==> config.mk <==
export PLATFORM = sky130hd
export DESIGN_NAME = lpc_top
export DESIGN_NICKNAME = d
export VERILOG_FILES = /design/src/lpc_pkg.sv /design/src/lpc_top.sv
export SDC_FILE = /design/constraint.sdc
export NUM_CORES = 1
export LEC_CHECK = 0
export ABC_AREA = 1
export BUFFER_PORTS_ARGS = -buffer_cell sky130_fd_sc_hd__buf_2
export CAP_MARGIN = 20
export CORE_ASPECT_RATIO = 1.75
export CORE_UTILIZATION = 67
export DETAILED_ROUTE_END_ITERATION = 8
export PLACE_DENSITY = 0.87
export SYNTH_ARGS = -nofsm -noshare
export SYNTH_HDL_FRONTEND = slang
export SYNTH_SLANG_ARGS = --single-unit
==> constraint.sdc <==
create_clock -name pclk -period 5.6 [get_ports pclk]
set_input_delay 1.12 -clock pclk [delete_from_list [all_inputs] [get_ports pclk]]
set_output_delay 1.12 -clock pclk [all_outputs]
set_load 0.1 [all_outputs]
==> src/lpc_pkg.sv <==
// Constants and types for the passive panel display controller
package lpc_pkg;

    // ----------------------------------------
    // Register map
    // ----------------------------------------
    localparam logic [31:0] LPC_BASE      = 32'hFFFF1400;
    localparam logic [31:0] LPC_ORDER_ADR = 32'hFFFFA414;
    localparam int          LPC_NREG      = 21;
    localparam logic [7:0]  OFS_MODE      = 8'h00;
    localparam logic [7:0]  OFS_BC        = 8'h04;
    localparam logic [7:0]  OFS_CP1W      = 8'h08;
    localparam logic [7:0]  OFS_DUTY_LO   = 8'h0C;
    localparam logic [7:0]  OFS_DUTY_HI   = 8'h10;
    localparam logic [7:0]  OFS_SA1_B0    = 8'h14;
    localparam logic [7:0]  OFS_SA1_B1    = 8'h18;
    localparam logic [7:0]  OFS_SA1_B2    = 8'h1C;
    localparam logic [7:0]  OFS_SA1_B3    = 8'h20;
    localparam logic [7:0]  OFS_SA2_B0    = 8'h24;
    localparam logic [7:0]  OFS_SA2_B1    = 8'h28;
    localparam logic [7:0]  OFS_SA2_B2    = 8'h2C;
    localparam logic [7:0]  OFS_SA2_B3    = 8'h30;
    localparam logic [7:0]  OFS_VLC_LO    = 8'h34;
    localparam logic [7:0]  OFS_VLC_HI    = 8'h38;
    localparam logic [7:0]  OFS_VDLT      = 8'h3C;
    localparam logic [7:0]  OFS_SHADE1    = 8'h40;
    localparam logic [7:0]  OFS_SHADE2    = 8'h44;
    localparam logic [7:0]  OFS_CLKDIV    = 8'h48;
    localparam logic [7:0]  OFS_ACW_LO    = 8'h4C;
    localparam logic [7:0]  OFS_ACW_HI    = 8'h50;
    localparam logic [7:0]  REG_RST       = 8'h00;
    localparam logic [7:0]  ORDER_RST     = 8'h00;

    // ----------------------------------------
    // Mode and order register fields
    // ----------------------------------------
    localparam int MB_ACT  = 0;
    localparam int MB_AUX  = 1;
    localparam int MB_WIDE = 2;
    localparam int MB_GRAY = 3;
    localparam int MB_ORM  = 4;
    localparam int MB_DUAL = 5;
    localparam int MB_INV  = 6;
    localparam int MB_VEN  = 7;
    localparam int OB_REV  = 0;

    // ----------------------------------------
    // Types
    // ----------------------------------------
    typedef enum logic [1:0] {
        ST_IDLE  = 2'b00,
        ST_FETCH = 2'b01,
        ST_SHIFT = 2'b11,
        ST_LATCH = 2'b10
    } lpc_state_type;

    typedef struct packed {
        logic [7:0] pixel_data_out;
        logic       pixel_shift_clock;
        logic       line_latch_pulse;
        logic       frame_marker;
        logic       ac_modulation;
        logic       panel_aux_pin;
    } lpc_panel_type;

    typedef struct packed {
        logic        req;
        logic [31:0] addr;
    } lpc_mreq_type;

endpackage : lpc_pkg

==> src/lpc_top.sv <==
// Passive panel display controller with APB registers and memory fetch
`timescale 1ns/1ps
module lpc_top
    import lpc_pkg::*;
(
    input  wire logic          pclk,
    input  wire logic          presetn,
    input  wire logic          pce,
    input  wire logic          psel,
    input  wire logic          penable,
    input  wire logic          pwrite,
    input  wire logic [31:0]   paddr,
    input  wire logic [31:0]   pwdata,
    input  wire logic [3:0]    pstrb,
    output logic [31:0]        prdata,
    output logic               pready,
    output logic               pslverr,
    input  wire logic          mem_ack,
    input  wire logic [15:0]   mem_rdata,
    output lpc_pkg::lpc_mreq_type  mem_out,
    output lpc_pkg::lpc_panel_type panel_out
);
    import lpc_pkg::*;

    // ----------------------------------------
    // Decode helpers
    // ----------------------------------------
    function automatic logic [4:0] reg_idx(input logic [31:0] a);
        reg_idx = a[6:2];
    endfunction : reg_idx

    function automatic logic [15:0] to_pix(
        input logic [15:0] raw,
        input logic        gray,
        input logic [7:0]  smap,
        input logic        fph,
        input logic        invert_video
    );
        logic [15:0] s;
        logic [15:0] r;
        s = {raw[7:0], raw[15:8]};
        r = s;
        for (int i = 0; i < 16; i++)
        begin
            if (invert_video)
            begin
                r[i] = s[(i / 8) * 8 + 7 - (i % 8)];
            end
        end
        to_pix = r;
        if (gray)
        begin
            to_pix = 16'h0000;
            for (int k = 0; k < 8; k++)
            begin
                to_pix[15-k] = smap[{r[15-2*k], r[14-2*k], fph}];
            end
        end
    endfunction : to_pix

    // ----------------------------------------
    // Register file
    // ----------------------------------------
    logic [7:0]  regs_q [LPC_NREG];
    logic [7:0]  regs_d [LPC_NREG];
    logic [7:0]  order_q;
    logic [7:0]  order_d;
    logic [31:0] prdata_q;
    logic [31:0] prdata_d;
    logic        pready_q;
    logic        pready_d;
    logic        pslverr_q;
    logic        pslverr_d;
    logic        sel_lcd;
    logic        sel_ord;
    logic        done;

    assign sel_lcd = (paddr[31:8] == LPC_BASE[31:8]) &&
                     (paddr[7:0] <= OFS_ACW_HI) &&
                     (paddr[1:0] == 2'b00);
    assign sel_ord = (paddr == LPC_ORDER_ADR);
    assign done    = psel && penable && pready_q;

    always_comb
    begin
        regs_d    = regs_q;
        order_d   = order_q;
        prdata_d  = prdata_q;
        pslverr_d = 1'b0;
        pready_d  = 1'b0;
        if (psel && penable && !pready_q)
        begin
            pready_d  = 1'b1;
            pslverr_d = !(sel_lcd || sel_ord);
            // Mode and geometry registers read back as zero
            prdata_d  = sel_ord ? {24'h000000, order_q} : 32'h00000000;
        end
        if (done && pwrite && pstrb[0] && !pslverr_q)
        begin
            if (sel_lcd)
            begin
                regs_d[reg_idx(paddr)] = pwdata[7:0];
            end
            if (sel_ord)
            begin
                order_d = pwdata[7:0];
            end
        end
    end

    always_ff @(posedge pclk or negedge presetn)
    begin
        if (!presetn)
        begin
            for (int i = 0; i < LPC_NREG; i++)
            begin
                regs_q[i] <= REG_RST;
            end
            order_q   <= ORDER_RST;
            prdata_q  <= 32'h00000000;
            pready_q  <= 1'b0;
            pslverr_q <= 1'b0;
        end
        else if (pce)
        begin
            regs_q    <= regs_d;
            order_q   <= order_d;
            prdata_q  <= prdata_d;
            pready_q  <= pready_d;
            pslverr_q <= pslverr_d;
        end
    end

    // ----------------------------------------
    // Joined fields and mode decode
    // ----------------------------------------
    logic [7:0]  mode;
    logic [9:0]  duty;
    logic [9:0]  vlc;
    logic [9:0]  acw;
    logic [31:0] sadr1;
    logic [31:0] sadr2;
    logic [31:0] stride;
    logic        act;
    logic        dual;
    logic        orm;
    logic        gray;
    logic        wide;
    logic        lower;
    logic        use_a;
    logic        use_b;

    assign mode  = regs_q[reg_idx({24'h0, OFS_MODE})];
    assign duty  = {regs_q[reg_idx({24'h0, OFS_DUTY_HI})][1:0],
                    regs_q[reg_idx({24'h0, OFS_DUTY_LO})]};
    assign vlc   = {regs_q[reg_idx({24'h0, OFS_VLC_HI})][1:0],
                    regs_q[reg_idx({24'h0, OFS_VLC_LO})]};
    assign acw   = {regs_q[reg_idx({24'h0, OFS_ACW_HI})][1:0],
                    regs_q[reg_idx({24'h0, OFS_ACW_LO})]};
    assign sadr1 = {regs_q[reg_idx({24'h0, OFS_SA1_B3})],
                    regs_q[reg_idx({24'h0, OFS_SA1_B2})],
                    regs_q[reg_idx({24'h0, OFS_SA1_B1})],
                    regs_q[reg_idx({24'h0, OFS_SA1_B0})]};
    assign sadr2 = {regs_q[reg_idx({24'h0, OFS_SA2_B3})],
                    regs_q[reg_idx({24'h0, OFS_SA2_B2})],
                    regs_q[reg_idx({24'h0, OFS_SA2_B1})],
                    regs_q[reg_idx({24'h0, OFS_SA2_B0})]};
    // Bytes per line is count plus one, then the virtual skip
    assign stride = {24'h0, regs_q[reg_idx({24'h0, OFS_BC})]} + 32'h1 +
                    {24'h0, regs_q[reg_idx({24'h0, OFS_VDLT})]};
    assign act   = mode[MB_ACT];
    assign dual  = mode[MB_DUAL];
    assign orm   = mode[MB_ORM] && !dual;
    assign gray  = mode[MB_GRAY];
    assign wide  = mode[MB_WIDE] && !gray && !dual;

    // ----------------------------------------
    // Display engine
    // ----------------------------------------
    lpc_state_type st_q, st_d;
    logic [7:0]    div_q, div_d;
    logic [10:0]   line_q, line_d;
    logic [7:0]    hw_q, hw_d;
    logic [1:0]    xf_q, xf_d;
    logic [15:0]   pa_q, pa_d;
    logic [15:0]   pb_q, pb_d;
    logic [31:0]   la_q, la_d;
    logic [31:0]   lb_q, lb_d;
    logic [31:0]   aa_q, aa_d;
    logic [31:0]   ab_q, ab_d;
    logic          fsel_q, fsel_d;
    logic          ph_q, ph_d;
    logic          fph_q, fph_d;
    logic [8:0]    wc_q, wc_d;
    logic [9:0]    acc_q, acc_d;
    lpc_panel_type panel_q, panel_d;
    lpc_mreq_type  mem_q, mem_d;
    logic          tick;
    logic [15:0]   src;
    logic [7:0]    vd;
    logic [15:0]   conv;

    // Split point compares the line against the upper screen count
    // A line count at or above duty keeps the whole panel on one screen
    assign lower = !dual && !orm && (vlc < duty) &&
                   ({1'b0, vlc} <= line_q);
    assign use_a = dual || orm || !lower;
    assign use_b = dual || orm || lower;
    // Divider is read live, so it must not move while running
    assign tick  = (div_q == regs_q[reg_idx({24'h0, OFS_CLKDIV})]);
    assign src   = orm ? (pa_q | pb_q) : (lower ? pb_q : pa_q);
    assign conv  = to_pix(mem_rdata, gray,
                          fsel_q ? regs_q[reg_idx({24'h0, OFS_SHADE2})]
                                 : regs_q[reg_idx({24'h0, OFS_SHADE1})],
                          fph_q, order_q[OB_REV]);

    always_comb
    begin
        if (dual)
        begin
            vd = {pb_q[15:12], pa_q[15:12]};
        end
        else if (wide)
        begin
            vd = src[15:8];
        end
        else
        begin
            vd = {4'h0, src[15:12]};
        end
        if (!mode[MB_VEN])
        begin
            vd = mode[MB_INV] ? 8'hFF : 8'h00;
        end
    end

    always_comb
    begin
        st_d    = st_q;
        div_d   = tick ? 8'h00 : div_q + 8'h01;
        line_d  = line_q;
        hw_d    = hw_q;
        xf_d    = xf_q;
        pa_d    = pa_q;
        pb_d    = pb_q;
        la_d    = la_q;
        lb_d    = lb_q;
        aa_d    = aa_q;
        ab_d    = ab_q;
        fsel_d  = fsel_q;
        ph_d    = ph_q;
        fph_d   = fph_q;
        wc_d    = wc_q;
        acc_d   = acc_q;
        panel_d = panel_q;
        mem_d   = mem_q;
        panel_d.panel_aux_pin = mode[MB_AUX];
        unique case (st_q)
            ST_IDLE:
            begin
                div_d  = 8'h00;
                line_d = 11'h000;
                la_d   = sadr1;
                lb_d   = sadr2;
                aa_d   = sadr1;
                ab_d   = sadr2;
                hw_d   = {1'b0, regs_q[reg_idx({24'h0, OFS_BC})][7:1]};
                fsel_d = !use_a;
                st_d   = ST_FETCH;
            end
            ST_FETCH:
            begin
                // Stalls the panel but never the processor
                if (!mem_q.req)
                begin
                    mem_d.req  = 1'b1;
                    mem_d.addr = fsel_q ? ab_q : aa_q;
                end
                else if (mem_ack)
                begin
                    mem_d.req = 1'b0;
                    if (fsel_q)
                    begin
                        pb_d = conv;
                        ab_d = ab_q + 32'h2;
                    end
                    else
                    begin
                        pa_d = conv;
                        aa_d = aa_q + 32'h2;
                    end
                    if (!fsel_q && use_b)
                    begin
                        fsel_d = 1'b1;
                    end
                    else
                    begin
                        xf_d = (wide || gray) ? 2'd1 : 2'd3;
                        ph_d = 1'b0;
                        st_d = ST_SHIFT;
                    end
                end
            end
            ST_SHIFT:
            begin
                if (tick && !ph_q)
                begin
                    panel_d.pixel_data_out    = vd;
                    panel_d.pixel_shift_clock = 1'b1;
                    ph_d = 1'b1;
                end
                else if (tick)
                begin
                    panel_d.pixel_shift_clock = 1'b0;
                    ph_d = 1'b0;
                    pa_d = wide ? {pa_q[7:0], 8'h00}
                                : {pa_q[11:0], 4'h0};
                    pb_d = {pb_q[11:0], 4'h0};
                    if (xf_q != 2'd0)
                    begin
                        xf_d = xf_q - 2'd1;
                    end
                    else if (hw_q != 8'h00)
                    begin
                        hw_d   = hw_q - 8'h01;
                        fsel_d = !use_a;
                        st_d   = ST_FETCH;
                    end
                    else
                    begin
                        panel_d.line_latch_pulse = 1'b1;
                        panel_d.frame_marker = (line_q == 11'h000);
                        wc_d = 9'h000;
                        st_d = ST_LATCH;
                    end
                end
            end
            ST_LATCH:
            begin
                if (tick)
                begin
                    wc_d = wc_q + 9'h001;
                end
                if (tick && wc_q == ({regs_q[reg_idx({24'h0,
                    OFS_CP1W})], 1'b0} - 9'h001))
                begin
                    panel_d.line_latch_pulse = 1'b0;
                    if (acc_q == acw)
                    begin
                        acc_d = 10'h000;
                        panel_d.ac_modulation =
                            !panel_q.ac_modulation;
                    end
                    else
                    begin
                        acc_d = acc_q + 10'h001;
                    end
                    if (line_q[9:0] == duty)
                    begin
                        // Frame wraps at duty plus one lines
                        line_d = 11'h000;
                        fph_d  = !fph_q;
                        la_d   = sadr1;
                        lb_d   = sadr2;
                    end
                    else
                    begin
                        line_d = line_q + 11'h001;
                        la_d   = use_a ? la_q + stride : la_q;
                        lb_d   = use_b ? lb_q + stride : lb_q;
                    end
                    aa_d   = la_d;
                    ab_d   = lb_d;
                    hw_d   = {1'b0,
                              regs_q[reg_idx({24'h0, OFS_BC})][7:1]};
                    fsel_d = 1'b0;
                    st_d   = ST_FETCH;
                end
            end
            default:
            begin
                st_d = ST_IDLE;
            end
        endcase
        if (st_d == ST_FETCH && st_q == ST_LATCH)
        begin
            fsel_d = !(dual || orm || !(!dual && !orm && (vlc < duty) &&
                       ({1'b0, vlc} <= line_d)));
        end
        if (!act)
        begin
            st_d    = ST_IDLE;
            panel_d = '0;
            mem_d   = '0;
            acc_d   = 10'h000;
            fph_d   = 1'b0;
        end
    end

    always_ff @(posedge pclk or negedge presetn)
    begin
        if (!presetn)
        begin
            st_q    <= ST_IDLE;
            div_q   <= 8'h00;
            line_q  <= 11'h000;
            hw_q    <= 8'h00;
            xf_q    <= 2'd0;
            pa_q    <= 16'h0000;
            pb_q    <= 16'h0000;
            la_q    <= 32'h00000000;
            lb_q    <= 32'h00000000;
            aa_q    <= 32'h00000000;
            ab_q    <= 32'h00000000;
            fsel_q  <= 1'b0;
            ph_q    <= 1'b0;
            fph_q   <= 1'b0;
            wc_q    <= 9'h000;
            acc_q   <= 10'h000;
            panel_q <= '0;
            mem_q   <= '0;
        end
        else if (pce)
        begin
            st_q    <= st_d;
            div_q   <= div_d;
            line_q  <= line_d;
            hw_q    <= hw_d;
            xf_q    <= xf_d;
            pa_q    <= pa_d;
            pb_q    <= pb_d;
            la_q    <= la_d;
            lb_q    <= lb_d;
            aa_q    <= aa_d;
            ab_q    <= ab_d;
            fsel_q  <= fsel_d;
            ph_q    <= ph_d;
            fph_q   <= fph_d;
            wc_q    <= wc_d;
            acc_q   <= acc_d;
            panel_q <= panel_d;
            mem_q   <= mem_d;
        end
    end

    assign prdata    = prdata_q;
    assign pready    = pready_q;
    assign pslverr   = pslverr_q;
    assign mem_out   = mem_q;
    assign panel_out = panel_q;
endmodule : lpc_top

==> flow_summary.ini <==
[worst_setup_path]
crit_top_cell = sky130_fd_sc_hd__nand2_1
worstSetupStartpointType = flip-flop
slowest_stage = sky130_fd_sc_hd__o21bai_1
worst-path-max-fanout = 7
critPathCaptureType = flip-flop
class_of_the_most_critical_setup_path = flip-flop to flip-flop
crit_chain = inv_1 > ha_1 > fa_1 > o21ai_0 > a21oi_1 > o21ai_0 > a21oi_1 > o21bai_1 > ha_1 > nand2_1 > inv_1 > a21oi_1 > nor2_1 > nand2_1 > nor2_1 > nand2_1 > nand2_1 > nand3_1 > nand2_1 > nand3_1 > nand2_1 > o21ai_0
crit_buf_inv = 2
family_of_cells_with_the_greatest_summed_delay_on_the_critical_path = compound AO/OA/AOI/OAI gates
cp_slowest_stage_delay_ns = 0.60
timing.critical_path.required_ns = 6.03
critPathArrivalTime_ns = 5.15

[cells_and_area]
fill_cell_instance_count_of_the_final_layout = 3285
layout.cells.most_common_list = sky130_fd_sc_hd__nand2_1 (1054), sky130_fd_sc_hd__inv_1 (534), sky130_fd_sc_hd__dfrtp_1 (427)
finish.net_count = 4137
area.growth.synth_to_final_pct = 8.37
final_layout_size_suffix_gt1_share_pct = 7.25
finish.cell_count_without_fillers = 4554
layout_commonest_cell = sky130_fd_sc_hd__nand2_1

[timing]
final.hold.worst_slack_ns = 0.477
rsz_0062_raised_after_global_routing = false
finalClockSkew_ns = 0.0205
relative_slew_margins_pct = 27.7
final_critical_path_setup_slack_ns = 0.881
setup_violations = 0
timing.setup.tns_ns = 0
fmax_mhz = 212
slew_limit_fails = 0
final_hold_viol_count = 0
timing.final.crit_share_pct = 84.3
min_period_ns = 4.72
max_slew.worst_pin.slew_ns = 1.08

[clock_tree]
clock_insertion_delay_at_the_later_pin_of_the_skew_report_ns = 0.57
post_cts_resize_count = 0
cts_inserted_buffers = 42
h-tree-depth = 2
tritoncts = yes
ctsHoldBuffers = 0
clock_sinks = 427
clk_transition_reported_paths_ns = 0.06
cts.repair_timing.setup_buffer_count = 0
cts-root-to-sink-buffers = 3
cts.root.buffer_cell = sky130_fd_sc_hd__clkbuf_16

[yosys]
synth_seq_cells = 427
synth_warnings = 0
synth.avg_cell_area_sq_um = 6.99
synth_async_sr_flop_share_pct = 100
synthFlopType = sky130_fd_sc_hd__dfrtp_1
synth_edf_count = 0
post_synth_inst_count = 3942
syn_area_sq_mm = 0.0276
synth_cell_types = 63
sequential_element_share_of_the_synthesized_area_pct = 38.8

[placement]
placement.io_buffers = 119
placed_cells_incl_taps = 4475
preCtsSetupSlack_ns = 1.03
finalWeightedCongestion = 0.973
hpwl_um = 60600

[run]
cap_violations = 0

[min_path]
hold_path.class = flip-flop to flip-flop

[route]
iteration_count_of_the_initial_detailed_routing_pass = 6
detail-route-antenna-nets = 0
drt_iter0_markers = 2531
routedWlPerCell_um = 19.3
viasPerCell = 6.12
route.vias.total = 27900
drcViolationCount = 0
totalWireLength_um = 87900

[power_and_ir_drop]
share_seq_of_total_power_pct = 47.0
vdd.ir_drop.worst_mv = 0.240
static-leakage-power_nw = 14.7
netSwitchingFraction_pct = 26.3
total_switching_power_mw = 1.79
pwr_density_cell_mw_per_mm2 = 228
cell_internal_pwr_mw = 5.03
p_comb_share_pct = 8.2
pwr-share-clk_pct = 44.8

[floorplan]
core.rowCount = 98
io-pin-count = 171
die_area_sq_mm = 0.0420
initial_standard_cell_utilization_of_the_core_pct = 67.7
die_y_um = 270
die-width_um = 155
floorplan.core_area_sq_mm = 0.0407

[grt]
antenna_found_initial = 2
grt_use_total_pct = 42.3
via_count_of_the_first_global_routing_pass = 26900
grt_pass1_wl_um = 138000
grt_overflow = 0
grt_start_max_net_pins = 116

[status]
outcome = completed
per-layer routing:
metal	track usage, %	part of all wire (%)	up-vias
met5	0	0.018	-
met4	37.7	9.9	2
met1	46.3	34	12800
met3	6.90	8.2	496
met2	70.2	47	1554
li1	-	-	13000
metrics by stage:
stage / util [%] / total power, mW / cell area (sq um)
after floorplan: - / 3.60 / 27700
after global placement: 69.7 / 3.79 / 28400
final: 73.4 / 6.82 / 29900
after detailed placement: 69.7 / 3.80 / 28400
after global routing: 73.4 / 6.98 / 29900
after CTS: 73.3 / 6.81 / 29800
worst reg2reg max path, delay by kind of cell (launching register included):
kind / cells / cell delay [ns]
adder cells (fa/ha/maj): 3 / 0.93
buffers and inverters: 2 / 0.12
AND/OR/NAND/NOR: 10 / 1.52
AO/OA/AOI/OAI: 7 / 1.66
flip-flops: 1 / 0.36
power by group through the flow:
stage	logic, mW	clock network [mW]	registers, mW
global placement	0.538	0	3.26
finish	0.561	3.06	3.20
floorplan	0.355	0	3.24
CTS	0.551	3.06	3.20
global route	0.612	3.17	3.21
detailed placement	0.547	0	3.26
sequential cells by signal, indices dropped and copies added (netlist names), 9 cells and up:
name / cells
regs_q: 122
mem_out: 33
aa_q: 32
ab_q: 32
la_q: 32
lb_q: 32
pa_q: 16
pb_q: 16
panel_out: 13
line_q: 11
acc_q: 10
acw: 10
duty: 10
wc_q: 9
logic make-up after synthesis:
group                      share of synthesized area [%]
and+or+nand+nor                                     26.6
AOI/OAI and AO/OA                                   18.4
buffers and inverters                               10.6
DFF                                                 38.8
adders and majority gates                           3.49
xor gates and xnor gates                            1.97
muxes                                              0.186
other                                             0.0136
final timing paths:
kind / endpoint / from / cells after the start / slack [ns]
worst max-delay path: aa_q[17] / regs_q[152] / 22 / 0.88
worst min register to register: mem_out[19] / mem_out[19] / 2 / 0.48
max in group asynchronous: pb_q[8] / presetn / 2 / 3.75
worst max register to register: aa_q[17] / regs_q[152] / 22 / 0.88
min in group asynchronous: lb_q[18] / presetn / 1 / 0.61
worst min-delay path: mem_out[19] / mem_out[19] / 2 / 0.48
area by class of cell:
| type | count | area, sq um | area share [%] |
|---|---|---|---|
| multi-input cells | 2804 | 14100 | 47.2 |
| inverters | 544 | 2050 | 6.86 |
| clock buffers | 57 | 1220 | 4.08 |
| repair buffers | 152 | 908 | 3.04 |
| flip-flops and latches | 427 | 10700 | 35.8 |
| clock inverters | 18 | 234 | 0.783 |
| diodes | 2 | 5.00 | 0.0168 |
| well taps | 550 | 688 | 2.30 |
cell usage after synthesis (13+ instances only):
library cell	instances	area, sq um
sky130_fd_sc_hd__a21oi_2	15	131
sky130_fd_sc_hd__nand4_1	77	482
sky130_fd_sc_hd__dfrtp_1	427	10700
sky130_fd_sc_hd__nand3_1	217	1090
sky130_fd_sc_hd__nor2_1	257	965
sky130_fd_sc_hd__inv_1	534	2000
sky130_fd_sc_hd__a21oi_1	241	1210
sky130_fd_sc_hd__xor2_1	45	394
sky130_fd_sc_hd__o22ai_1	13	81.3
sky130_fd_sc_hd__o21ai_0	423	2120
sky130_fd_sc_hd__nand2_1	1056	3960
sky130_fd_sc_hd__buf_4	26	195
sky130_fd_sc_hd__nor3_1	55	275
sky130_fd_sc_hd__nor4_1	29	181
sky130_fd_sc_hd__or2_2	18	113
sky130_fd_sc_hd__ha_1	72	901
sky130_fd_sc_hd__clkbuf_1	132	495
sky130_fd_sc_hd__o211ai_1	43	323
sky130_fd_sc_hd__buf_2	19	95.1
sky130_fd_sc_hd__o31ai_1	44	330
sky130_fd_sc_hd__a22oi_1	53	398
sky130_fd_sc_hd__xnor2_1	17	149
Power figures use the tool's default switching activity.
